## config.mk

```make
export PLATFORM = sky130hd
export DESIGN_NAME = periodic_tick_timer
export DESIGN_NICKNAME = d
export VERILOG_FILES = /design/src/verilog/tick_timer_pkg.sv /design/src/verilog/periodic_tick_timer.sv /design/src/verilog/tick_source.sv
export SDC_FILE = /design/constraint.sdc
export NUM_CORES = 1
export LEC_CHECK = 0
export BUFFER_PORTS_ARGS = -buffer_cell sky130_fd_sc_hd__buf_2
export CORE_UTILIZATION = 40
export CTS_BUF_LIST = sky130_fd_sc_hd__clkbuf_8
export CTS_CLUSTER_SIZE = 14
export DETAILED_ROUTE_END_ITERATION = 10
export SLEW_MARGIN = 20
export SYNTH_ARGS = -nofsm -noshare
export SYNTH_HDL_FRONTEND = slang
export SYNTH_HIERARCHICAL = 1
export SYNTH_SLANG_ARGS = --single-unit
```

## constraint.sdc

```tcl
create_clock -name clk -period 2.3 [get_ports clk]
set_clock_uncertainty 0.1 [all_clocks]
set_input_delay 0.46 -clock clk [delete_from_list [all_inputs] [get_ports clk]]
set_output_delay 0.46 -clock clk [all_outputs]
set_load 0.01 [all_outputs]
```

## src/verilog/tick_timer_pkg.sv

```systemverilog
package tick_timer_pkg;

	// ------------------------------------------------------------
	// Bus shape
	// ------------------------------------------------------------
	localparam int unsigned ADDR_W = 16;
	localparam int unsigned DATA_W = 8;
	localparam int unsigned EVENT_W = 4;

	// ------------------------------------------------------------
	// Register offsets
	// ------------------------------------------------------------
	localparam logic [ADDR_W-1:0] CTRL_OFFSET = 16'h5000;
	localparam logic [ADDR_W-1:0] COUNT_OFFSET = 16'h5001;
	localparam logic [ADDR_W-1:0] ENABLES_OFFSET = 16'h5002;
	localparam logic [ADDR_W-1:0] FLAGS_OFFSET = 16'h5003;

	// ------------------------------------------------------------
	// Field positions
	// ------------------------------------------------------------
	localparam int unsigned RUN_BIT = 0;
	localparam int unsigned CLEAR_BIT = 4;
	localparam int unsigned BIT_32HZ = 3;
	localparam int unsigned BIT_8HZ = 2;
	localparam int unsigned BIT_2HZ = 1;
	localparam int unsigned BIT_1HZ = 0;

	// ------------------------------------------------------------
	// Values after reset
	// ------------------------------------------------------------
	localparam logic RUN_RESET = 1'b0;
	localparam logic [DATA_W-1:0] COUNT_RESET = 8'h00;
	localparam logic [EVENT_W-1:0] ENABLES_RESET = 4'h0;
	localparam logic [EVENT_W-1:0] FLAGS_RESET = 4'h0;
	localparam logic [DATA_W-1:0] RDATA_RESET = 8'h00;

	// ------------------------------------------------------------
	// Count low bits that are all ones just before each period ends
	// ------------------------------------------------------------
	localparam logic [DATA_W-1:0] WRAP_32HZ = 8'h07;
	localparam logic [DATA_W-1:0] WRAP_8HZ = 8'h1F;
	localparam logic [DATA_W-1:0] WRAP_2HZ = 8'h7F;
	localparam logic [DATA_W-1:0] WRAP_1HZ = 8'hFF;

	// ------------------------------------------------------------
	// Time base: edges of the slow input per count step
	// ------------------------------------------------------------
	localparam int unsigned TIME_BASE_HZ = 32768;
	localparam int unsigned TICK_HZ = 256;
	localparam int unsigned PRESCALE_DIV = TIME_BASE_HZ / TICK_HZ;

	typedef struct packed {
		logic [ADDR_W-1:0] addr;
		logic [DATA_W-1:0] wdata;
		logic wr;
		logic rd;
	} bus_req_t;

	typedef logic [EVENT_W-1:0] event_vec_t;

endpackage : tick_timer_pkg
```

## src/verilog/periodic_tick_timer.sv

```systemverilog
// Strobed register access was left to the implementer.
`timescale 1ns/1ns
module periodic_tick_timer #(
	parameter int unsigned PRESCALE = tick_timer_pkg::PRESCALE_DIV
) (
	input wire logic clk, // System clock, 125 MHz
	input wire logic rst_n, // Asynchronous reset, active low
	input wire logic time_base, // Slow time base pin
	input wire tick_timer_pkg::bus_req_t bus_req, // Register request
	output logic [tick_timer_pkg::DATA_W-1:0] bus_rdata, // Read data
	output logic irq // Level interrupt request
);

	// ------------------------------------------------------------
	// State
	// ------------------------------------------------------------
	logic run;
	logic [tick_timer_pkg::DATA_W-1:0] count;
	tick_timer_pkg::event_vec_t enables;
	tick_timer_pkg::event_vec_t flags;
	logic tick;

	function automatic logic wrapped(
		input logic [tick_timer_pkg::DATA_W-1:0] value,
		input logic [tick_timer_pkg::DATA_W-1:0] mask
	);
		return (value & mask) == mask;
	endfunction : wrapped

	// ------------------------------------------------------------
	// Address decode
	// ------------------------------------------------------------
	wire ctrl_sel = bus_req.addr == tick_timer_pkg::CTRL_OFFSET;
	wire count_sel = bus_req.addr == tick_timer_pkg::COUNT_OFFSET;
	wire enables_sel = bus_req.addr == tick_timer_pkg::ENABLES_OFFSET;
	wire flags_sel = bus_req.addr == tick_timer_pkg::FLAGS_OFFSET;

	wire ctrl_wr = bus_req.wr & ctrl_sel;
	wire enables_wr = bus_req.wr & enables_sel;
	wire flags_wr = bus_req.wr & flags_sel;
	wire clear_hit = ctrl_wr & bus_req.wdata[tick_timer_pkg::CLEAR_BIT];

	// ------------------------------------------------------------
	// Time base
	// ------------------------------------------------------------
	tick_source #(
		.DIV(PRESCALE)
	) u_tick_source (
		.clk(clk),
		.rst_n(rst_n),
		.time_base(time_base),
		.run(run),
		.clear(clear_hit),
		.tick(tick)
	);

	// ------------------------------------------------------------
	// Counter and period events
	// ------------------------------------------------------------
	wire step = tick & run & ~clear_hit;
	wire [tick_timer_pkg::DATA_W-1:0] count_inc =
		tick_timer_pkg::DATA_W'(count + 1'b1);
	wire [tick_timer_pkg::DATA_W-1:0] next_count =
		clear_hit ? tick_timer_pkg::COUNT_RESET :
		step ? count_inc : count;
	wire next_run = ctrl_wr ? bus_req.wdata[tick_timer_pkg::RUN_BIT] : run;

	tick_timer_pkg::event_vec_t events;
	assign events[tick_timer_pkg::BIT_32HZ] =
		step & wrapped(count, tick_timer_pkg::WRAP_32HZ);
	assign events[tick_timer_pkg::BIT_8HZ] =
		step & wrapped(count, tick_timer_pkg::WRAP_8HZ);
	assign events[tick_timer_pkg::BIT_2HZ] =
		step & wrapped(count, tick_timer_pkg::WRAP_2HZ);
	assign events[tick_timer_pkg::BIT_1HZ] =
		step & wrapped(count, tick_timer_pkg::WRAP_1HZ);

	// ------------------------------------------------------------
	// Enables, flags and interrupt
	// ------------------------------------------------------------
	wire tick_timer_pkg::event_vec_t flag_clr = flags_wr ?
		bus_req.wdata[tick_timer_pkg::EVENT_W-1:0] : '0;
	wire tick_timer_pkg::event_vec_t next_flags =
		(flags & ~flag_clr) | events;
	wire tick_timer_pkg::event_vec_t next_enables = enables_wr ?
		bus_req.wdata[tick_timer_pkg::EVENT_W-1:0] : enables;
	wire next_irq = |(next_flags & next_enables);

	// ------------------------------------------------------------
	// Read mux
	// ------------------------------------------------------------
	wire [tick_timer_pkg::DATA_W-1:0] ctrl_view =
		tick_timer_pkg::DATA_W'(run);
	wire [tick_timer_pkg::DATA_W-1:0] enables_view =
		tick_timer_pkg::DATA_W'(enables);
	wire [tick_timer_pkg::DATA_W-1:0] flags_view =
		tick_timer_pkg::DATA_W'(flags);
	wire [tick_timer_pkg::DATA_W-1:0] next_rdata =
		!bus_req.rd ? tick_timer_pkg::RDATA_RESET :
		ctrl_sel ? ctrl_view :
		count_sel ? count :
		enables_sel ? enables_view :
		flags_sel ? flags_view :
		tick_timer_pkg::RDATA_RESET;

	// ------------------------------------------------------------
	// Registers
	// ------------------------------------------------------------
	always_ff @(posedge clk or negedge rst_n) begin
		if (!rst_n) begin
			run <= tick_timer_pkg::RUN_RESET;
			count <= tick_timer_pkg::COUNT_RESET;
			enables <= tick_timer_pkg::ENABLES_RESET;
			flags <= tick_timer_pkg::FLAGS_RESET;
		end else begin
			run <= next_run;
			count <= next_count;
			enables <= next_enables;
			flags <= next_flags;
		end
	end

	always_ff @(posedge clk or negedge rst_n) begin
		if (!rst_n) begin
			bus_rdata <= tick_timer_pkg::RDATA_RESET;
			irq <= 1'b0;
		end else begin
			bus_rdata <= next_rdata;
			irq <= next_irq;
		end
	end

	// ------------------------------------------------------------
	// Check helpers: time base edges counted since the last tick
	// ------------------------------------------------------------
	localparam int unsigned EW = $clog2(PRESCALE + 1);

	logic base_meta;
	logic base_sync;
	logic base_last;
	logic [EW-1:0] base_edges;

	wire base_rise = base_sync & ~base_last;
	wire base_counted = base_rise & run & ~clear_hit;
	wire [EW-1:0] base_from = (tick | clear_hit) ? '0 : base_edges;
	wire [EW-1:0] next_base_edges = base_counted ?
		EW'(base_from + 1'b1) : base_from;

	always_ff @(posedge clk or negedge rst_n) begin
		if (!rst_n) begin
			base_meta <= 1'b0;
			base_sync <= 1'b0;
			base_last <= 1'b0;
			base_edges <= '0;
		end else begin
			base_meta <= time_base;
			base_sync <= base_meta;
			base_last <= base_sync;
			base_edges <= next_base_edges;
		end
	end
endmodule : periodic_tick_timer

```

## src/verilog/tick_source.sv

```systemverilog
`timescale 1ns/1ns
module tick_source #(
	parameter int unsigned DIV = tick_timer_pkg::PRESCALE_DIV
) (
	input wire logic clk, // System clock
	input wire logic rst_n, // Asynchronous reset, active low
	input wire logic time_base, // Slow time base pin
	input wire logic run, // Prescaler advances while high
	input wire logic clear, // Returns prescaler to zero
	output logic tick // One-cycle pulse per count step
);

	localparam int unsigned PW = (DIV > 1) ? $clog2(DIV) : 1;
	localparam logic [PW-1:0] LAST = PW'(DIV - 1);

	logic sync_meta;
	logic sync_stable;
	logic sync_prev;
	logic [PW-1:0] prescaler;

	wire base_edge = sync_stable & ~sync_prev;
	wire advance = run & base_edge & ~clear;
	wire at_last = (prescaler == LAST);

	// ------------------------------------------------------------
	// Two-stage synchroniser and rising edge detect
	// ------------------------------------------------------------
	always_ff @(posedge clk or negedge rst_n) begin
		if (!rst_n) begin
			sync_meta <= 1'b0;
			sync_stable <= 1'b0;
			sync_prev <= 1'b0;
		end else begin
			sync_meta <= time_base;
			sync_stable <= sync_meta;
			sync_prev <= sync_stable;
		end
	end

	// ------------------------------------------------------------
	// Prescaler
	// ------------------------------------------------------------
	always_ff @(posedge clk or negedge rst_n) begin
		if (!rst_n) begin
			prescaler <= '0;
			tick <= 1'b0;
		end else begin
			if (clear) begin
				prescaler <= '0;
			end else if (advance) begin
				prescaler <= at_last ? '0 : PW'(prescaler + 1'b1);
			end
			tick <= advance & at_last;
		end
	end

endmodule : tick_source

```

==> impl_metrics.py, run 1 <==
metrics = {
    "setup_path": {
        "crit_fanout": 6,
        "cp.required_ns": 2.36,
        "crit_type": "input port to flop",
        "r2r_setup_slack_ns": 0.44,
        "slowest_stage": "nor4bb_1",
        "crit_family": "simple AND/OR/NAND/NOR gates",
        "timing.rr.start": "count[0]$_DFFE_PN0P_",
        "cp_slowest_stage_delay_ns": 0.33,
        "startpoint_type": "input port",
        "crit_chain": "buf_2 -> nor4bb_1 -> nand4_1 -> buf_4 -> o31a_1 -> o22ai_1 -> o2111ai_1",
        "crit_buf_inv": 2,
        "cp-end-kind": "flop",
        "crit_arrival_ns": 1.92,
        "cp-startpoint": "bus_req[23]",
    },
    "outcome": {
        "status": "complete, but fails checks",
        "violations": "DRC",
    },
    "synthesis": {
        "synth-edff-count": 0,
        "syn_avg_cell_area_um2": 10.57,
        "synth_area_mm2": 0.001892,
        "ys.flop_type": "dfrtp_1",
        "yosys_warnings": 6,
        "synth_seq_cells": 37,
        "async_flop_share": 1.000,
        "synth_nets": 212,
        "netlist-cell-type-count": 47,
        "yosysSeqAreaShare": 0.4894,
        "syn_inst": 179,
    },
    "timing": {
        "rsz0062_at_grt": "no",
        "worst_slack_ns": 0.4343,
        "maxSlewViolCount": 0,
        "setup_viol": 0,
        "tightest_slew_ns": 0.7999,
        "max_freq_mhz": 536.0,
        "finalHoldViolations": 0,
        "finalCritPeriodShare": 0.8112,
        "slew_headroom": 0.4668,
        "hold_slack_ns": 0.1508,
        "post-route-min-period_ns": 1.866,
        "final.setup.tns_ns": 0,
    },
    "final_layout": {
        "layout-drive-gt1-share": 0.2890,
        "final_cell_mix": "37 x dfrtp_1, 34 x buf_2, 17 x nand2_1",
        "instances_no_fill": 270,
        "n_antenna_cell": 0,
        "layout.nets": 250,
        "final_common_cell": "dfrtp_1",
        "fillers": 430,
        "syn2layout_area_growth_pct": 17.73,
    },
    "routing": {
        "wl_per_cell_um": 13.37,
        "vias_per_cell": 5.278,
        "vias": 1425,
        "remaining_drc_errors": 4,
        "finalWirelength_mm": 3.610,
        "drtPass1Iterations": 7,
        "drtIter0Drc": 52,
        "antenna_left": 0,
    },
    "cts": {
        "post-cts-setup-buffers": 0,
        "insertion_delay_ns": 0.29,
        "cts_max_level": 2,
        "holdBufCountCts": 0,
        "cts_tree": "built",
        "root_buffer": "clkbuf_8",
        "clock_path_buffers": 2,
        "cts_buffers": 5,
        "post_cts_resized": 0,
        "clock_sink_count": 37,
        "path_clk_slew_ns": 0.07,
    },
    "grt": {
        "grt_pass1_vias": 1447,
        "grt_usage": 0.1643,
        "grt_overflow": 0,
        "antenna_found_initial": 0,
        "grt_max_degree": 38,
        "grt_pass1_wl_mm": 6.437,
    },
    "floorplan": {
        "die_x_um": 70.77,
        "rows": 24,
        "coreArea_mm2": 0.004444,
        "fp.dieH_um": 70.77,
        "dieArea_mm2": 0.005008,
        "num_io_pins": 38,
        "start_util": 0.4257,
    },
    "pwr": {
        "finalPower_uw": 1390,
        "vdd.ir_drop.worst_v": 0.0002717,
        "static-leakage-power_uw": 0.001028,
        "power_density_mw_per_mm2": 624.1,
    },
    "placed_design": {
        "place.gp.congestion": 0.7911,
        "port_buffers": 34,
        "place_inst": 262,
        "post-place-ws_ns": 0.1417,
        "hpwl_mm": 2.615,
    },
    "hold_path": {
        "hp-class": "input port to async pin",
    },
    "run": {
        "maxCapViolCount": 0,
    },
}
-- worst register-to-register path, cell delays in order (launching register included) --
cell and delay, ns:
dfrtp_1 0.42, ha_1 0.20, and3_1 0.21, nand2_1 0.09
a2111oi_0 0.39, buf_4 0.18, o22ai_1 0.08, o2111ai_1 0.11
-- layer usage --
| layer | GRT usage | part of all wire | up-vias |
|---|---|---|---|
| li1 | - | - | 709 |
| met5 | 0 | 0 | - |
| met1 | 0.1996 | 0.47 | 674 |
| met4 | 0.06000 | 0.019 | 0 |
| met2 | 0.2778 | 0.46 | 34 |
| met3 | 0.04843 | 0.051 | 8 |
-- flip-flops by register name, summed over array words and instances, names as in the netlist --
register / count
run: 1
u_tick_source/tick: 1
u_tick_source/sync_prev: 1
u_tick_source/sync_stable: 1
flags: 4
irq: 1
count: 8
u_tick_source/sync_meta: 1
bus_rdata: 8
enables: 4
u_tick_source/prescaler: 7
-- through the flow --
step             util  area (um2)
6_report       0.5011        2227
5_1_grt        0.5011        2227
4_1_cts        0.5011        2227
3_5_place_dp   0.4710        2093
3_3_place_gp   0.4710        2093
2_1_floorplan       -        1892
-- final cells by class --
cell class,instances,area [um2],area share
clock buffers,5,68.82,0.03090
clock inverters,3,65.06,0.02921
inverters,7,26.28,0.01180
multi-input cells,127,868.3,0.3899
flip-flops and latches,37,925.9,0.4157
well taps,52,65.06,0.02921
repair buffers,39,207.7,0.09326
-- final timing paths --
path,end,depth (start not counted)
max in group asynchronous,irq$_DFF_PN0_,1
worst min-delay path,u_tick_source/prescaler[2]$_DFFE_PN0P_,1
worst min register to register,u_tick_source/sync_stable$_DFF_PN0_,0
worst max register to register,irq$_DFF_PN0_,7
worst max-delay path,irq$_DFF_PN0_,7
min in group clk,u_tick_source/sync_meta$_DFF_PN0_,1
-- report_power, final --
part	total, uW	internal [uW]	switching (uW)
sequential	655	653	1.77
combinational	70.3	29.3	41.1
clock	665	431	234
total	1390	1110	277
-- logic make-up (layout without fill, tap and decap cells) --
logic type | Yosys count | after routing | synth area share
flops | 37 | 37 | 0.4894
buf+inv | 15 | 54 | 0.05158
simple gates | 81 | 81 | 0.2606
mux | 6 | 6 | 0.03902
compound gates | 28 | 28 | 0.09591
fa+ha+maj | 4 | 4 | 0.02646
xor+xnor | 8 | 8 | 0.03704
-- synthesized netlist by cell type (2+ instances only) --
library cell  number  area share
inv_1              6       0.012
buf_2              2      0.0053
nand4_1            8       0.026
o22ai_1            3      0.0099
nor3_1             3      0.0079
dfrtp_1           37        0.49
nand3_1            4       0.011
nor4_1             3      0.0099
and3_1             4       0.013
mux2i_1            4       0.021
xnor2_1            3       0.014
o31a_1             3       0.014
nor4_2             3       0.020
nor2_1            16       0.032
or2_1              5       0.017
and4_1             2      0.0093
o21a_2             2      0.0093
nand2_1           17       0.034
buf_6              3       0.018
and2_1             5       0.017
xor2_1             5       0.023
ha_1               4       0.026
a21oi_1           13       0.034
Power figures use the tool's default switching activity.
==> inputs of run 2 (changes only) <==
==> constraint.sdc (replaced) <==
create_clock -name clk -period 1.75 [get_ports clk]
set_clock_uncertainty 0.1 [all_clocks]
set_input_delay 0.35 -clock clk [delete_from_list [all_inputs] [get_ports clk]]
set_output_delay 0.35 -clock clk [all_outputs]
set_load 0.01 [all_outputs]
==> run 2 against run 1 <==
The run still ends with DRC left. Core utilization increased by 5.7 points. Cell count is 8.1% higher. Worst hold slack worse by 0.089 ns. Non-clock buffer count is 22 higher. Highest routed layer unchanged.
==> impl_metrics.py, run 2 (synthesis results as in run 1) <==
metrics = {
    "outcome": {
        "status": "complete, but fails checks",
        "violations": "DRC",
    },
    "routing": {
        "vias_per_cell": 5.223,
        "drtPass1Iterations": 7,
        "wl_per_cell_um": 13.82,
        "antenna_left": 0,
        "remaining_drc_errors": 4,
        "vias": 1525,
        "finalWirelength_mm": 4.034,
        "drtIter0Drc": 82,
    },
    "final_layout": {
        "fillers": 391,
        "final_util": 0.5583,
        "syn2layout_area_growth_pct": 31.15,
        "multi_input_area_um2": 945.9,
        "final_common_cell": "dfrtp_1",
        "reg_top3": "bus_rdata: 8 flops, count: 8 flops, u_tick_source/prescaler: 7 flops",
        "n_antenna_cell": 0,
        "register_area_um2": 925.9,
        "final_cell_mix": "37 x dfrtp_1, 30 x buf_2, 24 x buf_4",
        "layout.nets": 272,
        "layout-drive-gt1-share": 0.3917,
    },
    "timing": {
        "rsz0062_at_grt": "yes",
        "finalCritPeriodShare": 0.9680,
        "max_freq_mhz": 590.3,
        "post-route-min-period_ns": 1.694,
        "maxSlewViolCount": 0,
        "tightest_slew_ns": 0.4790,
        "finalHoldViolations": 0,
        "worst_slack_ns": 0.05597,
        "slew_headroom": 0.6807,
        "setup_viol": 0,
    },
    "floorplan": {
        "start_util": 0.4257,
        "rows": 24,
        "die_x_um": 70.77,
        "dieArea_mm2": 0.005008,
        "num_io_pins": 38,
        "fp.dieH_um": 70.77,
        "coreArea_mm2": 0.004444,
    },
    "setup_path": {
        "cp_slowest_stage_delay_ns": 0.41,
        "cp.required_ns": 1.83,
        "crit_fanout": 5,
        "crit_arrival_ns": 1.78,
        "cp-end-kind": "flop",
        "crit_type": "input port to flop",
        "r2r_setup_slack_ns": 0.10,
        "timing.rr.end": "irq$_DFF_PN0_",
        "slowest_stage": "or3_4",
        "cp-startpoint": "bus_req[16]",
        "crit_family": "simple AND/OR/NAND/NOR gates",
        "reg2regPathDepth": 8,
        "worstSetupEndpoint": "enables[1]$_DFF_PN0_",
        "path_depth": 7,
        "timing.rr.start": "count[0]$_DFFE_PN0P_",
        "crit_chain": "buf_2 -> nor4_4 -> nand4_1 -> or3_4 -> mux2i_2 -> buf_4 -> inv_1",
        "crit_buf_inv": 3,
        "startpoint_type": "input port",
    },
    "cts": {
        "root_buffer": "clkbuf_8",
        "insertion_delay_ns": 0.29,
        "path_clk_slew_ns": 0.08,
        "cts_buffers": 5,
        "cts_max_level": 2,
        "clock_sink_count": 37,
        "cts_tree": "built",
        "clock_path_buffers": 2,
    },
    "hold_path": {
        "hold_depth": 1,
        "min_from": "time_base",
        "hp-class": "input port to flop",
    },
    "run": {
        "maxCapViolCount": 0,
    },
    "grt": {
        "antenna_found_initial": 0,
        "grt_overflow": 0,
        "grt_pass1_vias": 1471,
        "grt_usage": 0.1705,
        "grt_max_degree": 21,
        "grt_pass1_wl_mm": 6.693,
    },
    "pwr": {
        "static-leakage-power_uw": 0.001141,
        "clockPowerShare": 0.396,
        "swShare": 0.2193,
        "power_switching_uw": 358.0,
        "p_int_uw": 1275,
        "combPwrFrac": 0.077,
        "seq_power_share": 0.527,
        "vdd.ir_drop.worst_v": 0.0002340,
        "power_density_mw_per_mm2": 658.0,
    },
    "placed_design": {
        "port_buffers": 34,
        "place.gp.congestion": 0.9017,
        "hpwl_mm": 3.030,
        "post-place-ws_ns": -0.3252,
    },
}
[run 2: cell types whose count changed in the layout (fill, tap and decap cells not counted), moves of 2 or more]
cell and delta:
nor4_4 +2, buf_2 -4, clkbuf_8 +2, buf_6 +5
buf_4 +19, o22ai_1 -2, bufinv_16 -2, o22ai_2 +2
[run 2: worst register-to-register path, cell delays in order (launching register included)]
cell and delay (ns):
dfrtp_1 0.39, ha_2 0.19, and3_1 0.18, buf_4 0.13
ha_1 0.17, nand2_1 0.08, a21oi_2 0.06, o22ai_2 0.11
o2111ai_1 0.12
[run 2: layout make-up]
class,instances,share of cell area
Multi-Input combinational cell,127,0.3812
Sequential cell,37,0.3732
Timing Repair Buffer,61,0.1679
Clock buffer,7,0.03883
Tap cell,52,0.02622
Inverter,7,0.01059
Clock inverter,1,0.002017
[run 2: worst min path at each step]
stage	end	slack, ns
after floorplan	bus_rdata[0]$_DFF_PN0_	-0.05
after global placement	u_tick_source/prescaler[6]$_DFFE_PN0P_	0.23
after detailed placement	u_tick_source/prescaler[6]$_DFFE_PN0P_	0.24
after CTS	u_tick_source/sync_meta$_DFF_PN0_	0.06
after global routing	u_tick_source/sync_meta$_DFF_PN0_	0.05
final	u_tick_source/sync_meta$_DFF_PN0_	0.06
[run 2: what timing repair did]
action,4_1_cts,5_1_grt
setup endpoints to repair,2,4
hold endpoints to repair,19,0
setup buffers,1,0
gates resized for setup,3,16
hold buffers,1,0
pin swaps,1,7
[run 2: metal layers]
metal  global-route usage  vias to the layer above  part of all wire
met4              0.06667                        0            0.0089
met2               0.2842                       38              0.49
li1                     -                      752                 -
met3              0.03276                        4             0.042
met5                    0                        -                 0
met1               0.2200                      731              0.46
[run 2: per-stage QoR]
step	hold WS [ns]	instances	setup TNS, ns	total power (uW)	cell area, um2
finish	0.06219	292	0	1633	2481
global route	0.05328	292	-0.06318	1693	2481
CTS	0.05660	292	0	1638	2387
detailed placement	0.2374	282	-3.301	986.7	2256
global placement	0.2290	282	-2.359	985.5	2256
floorplan	-0.04559	179	0	923.0	1893
[run 2: power by group through the flow]
stage	Combinational, uW	Sequential, uW	Clock (uW)
2_1_floorplan	45.7	877	0
5_1_grt	137	861	695
3_3_place_gp	108	878	0
3_5_place_dp	109	878	0
4_1_cts	112	861	665
6_report	125	861	646
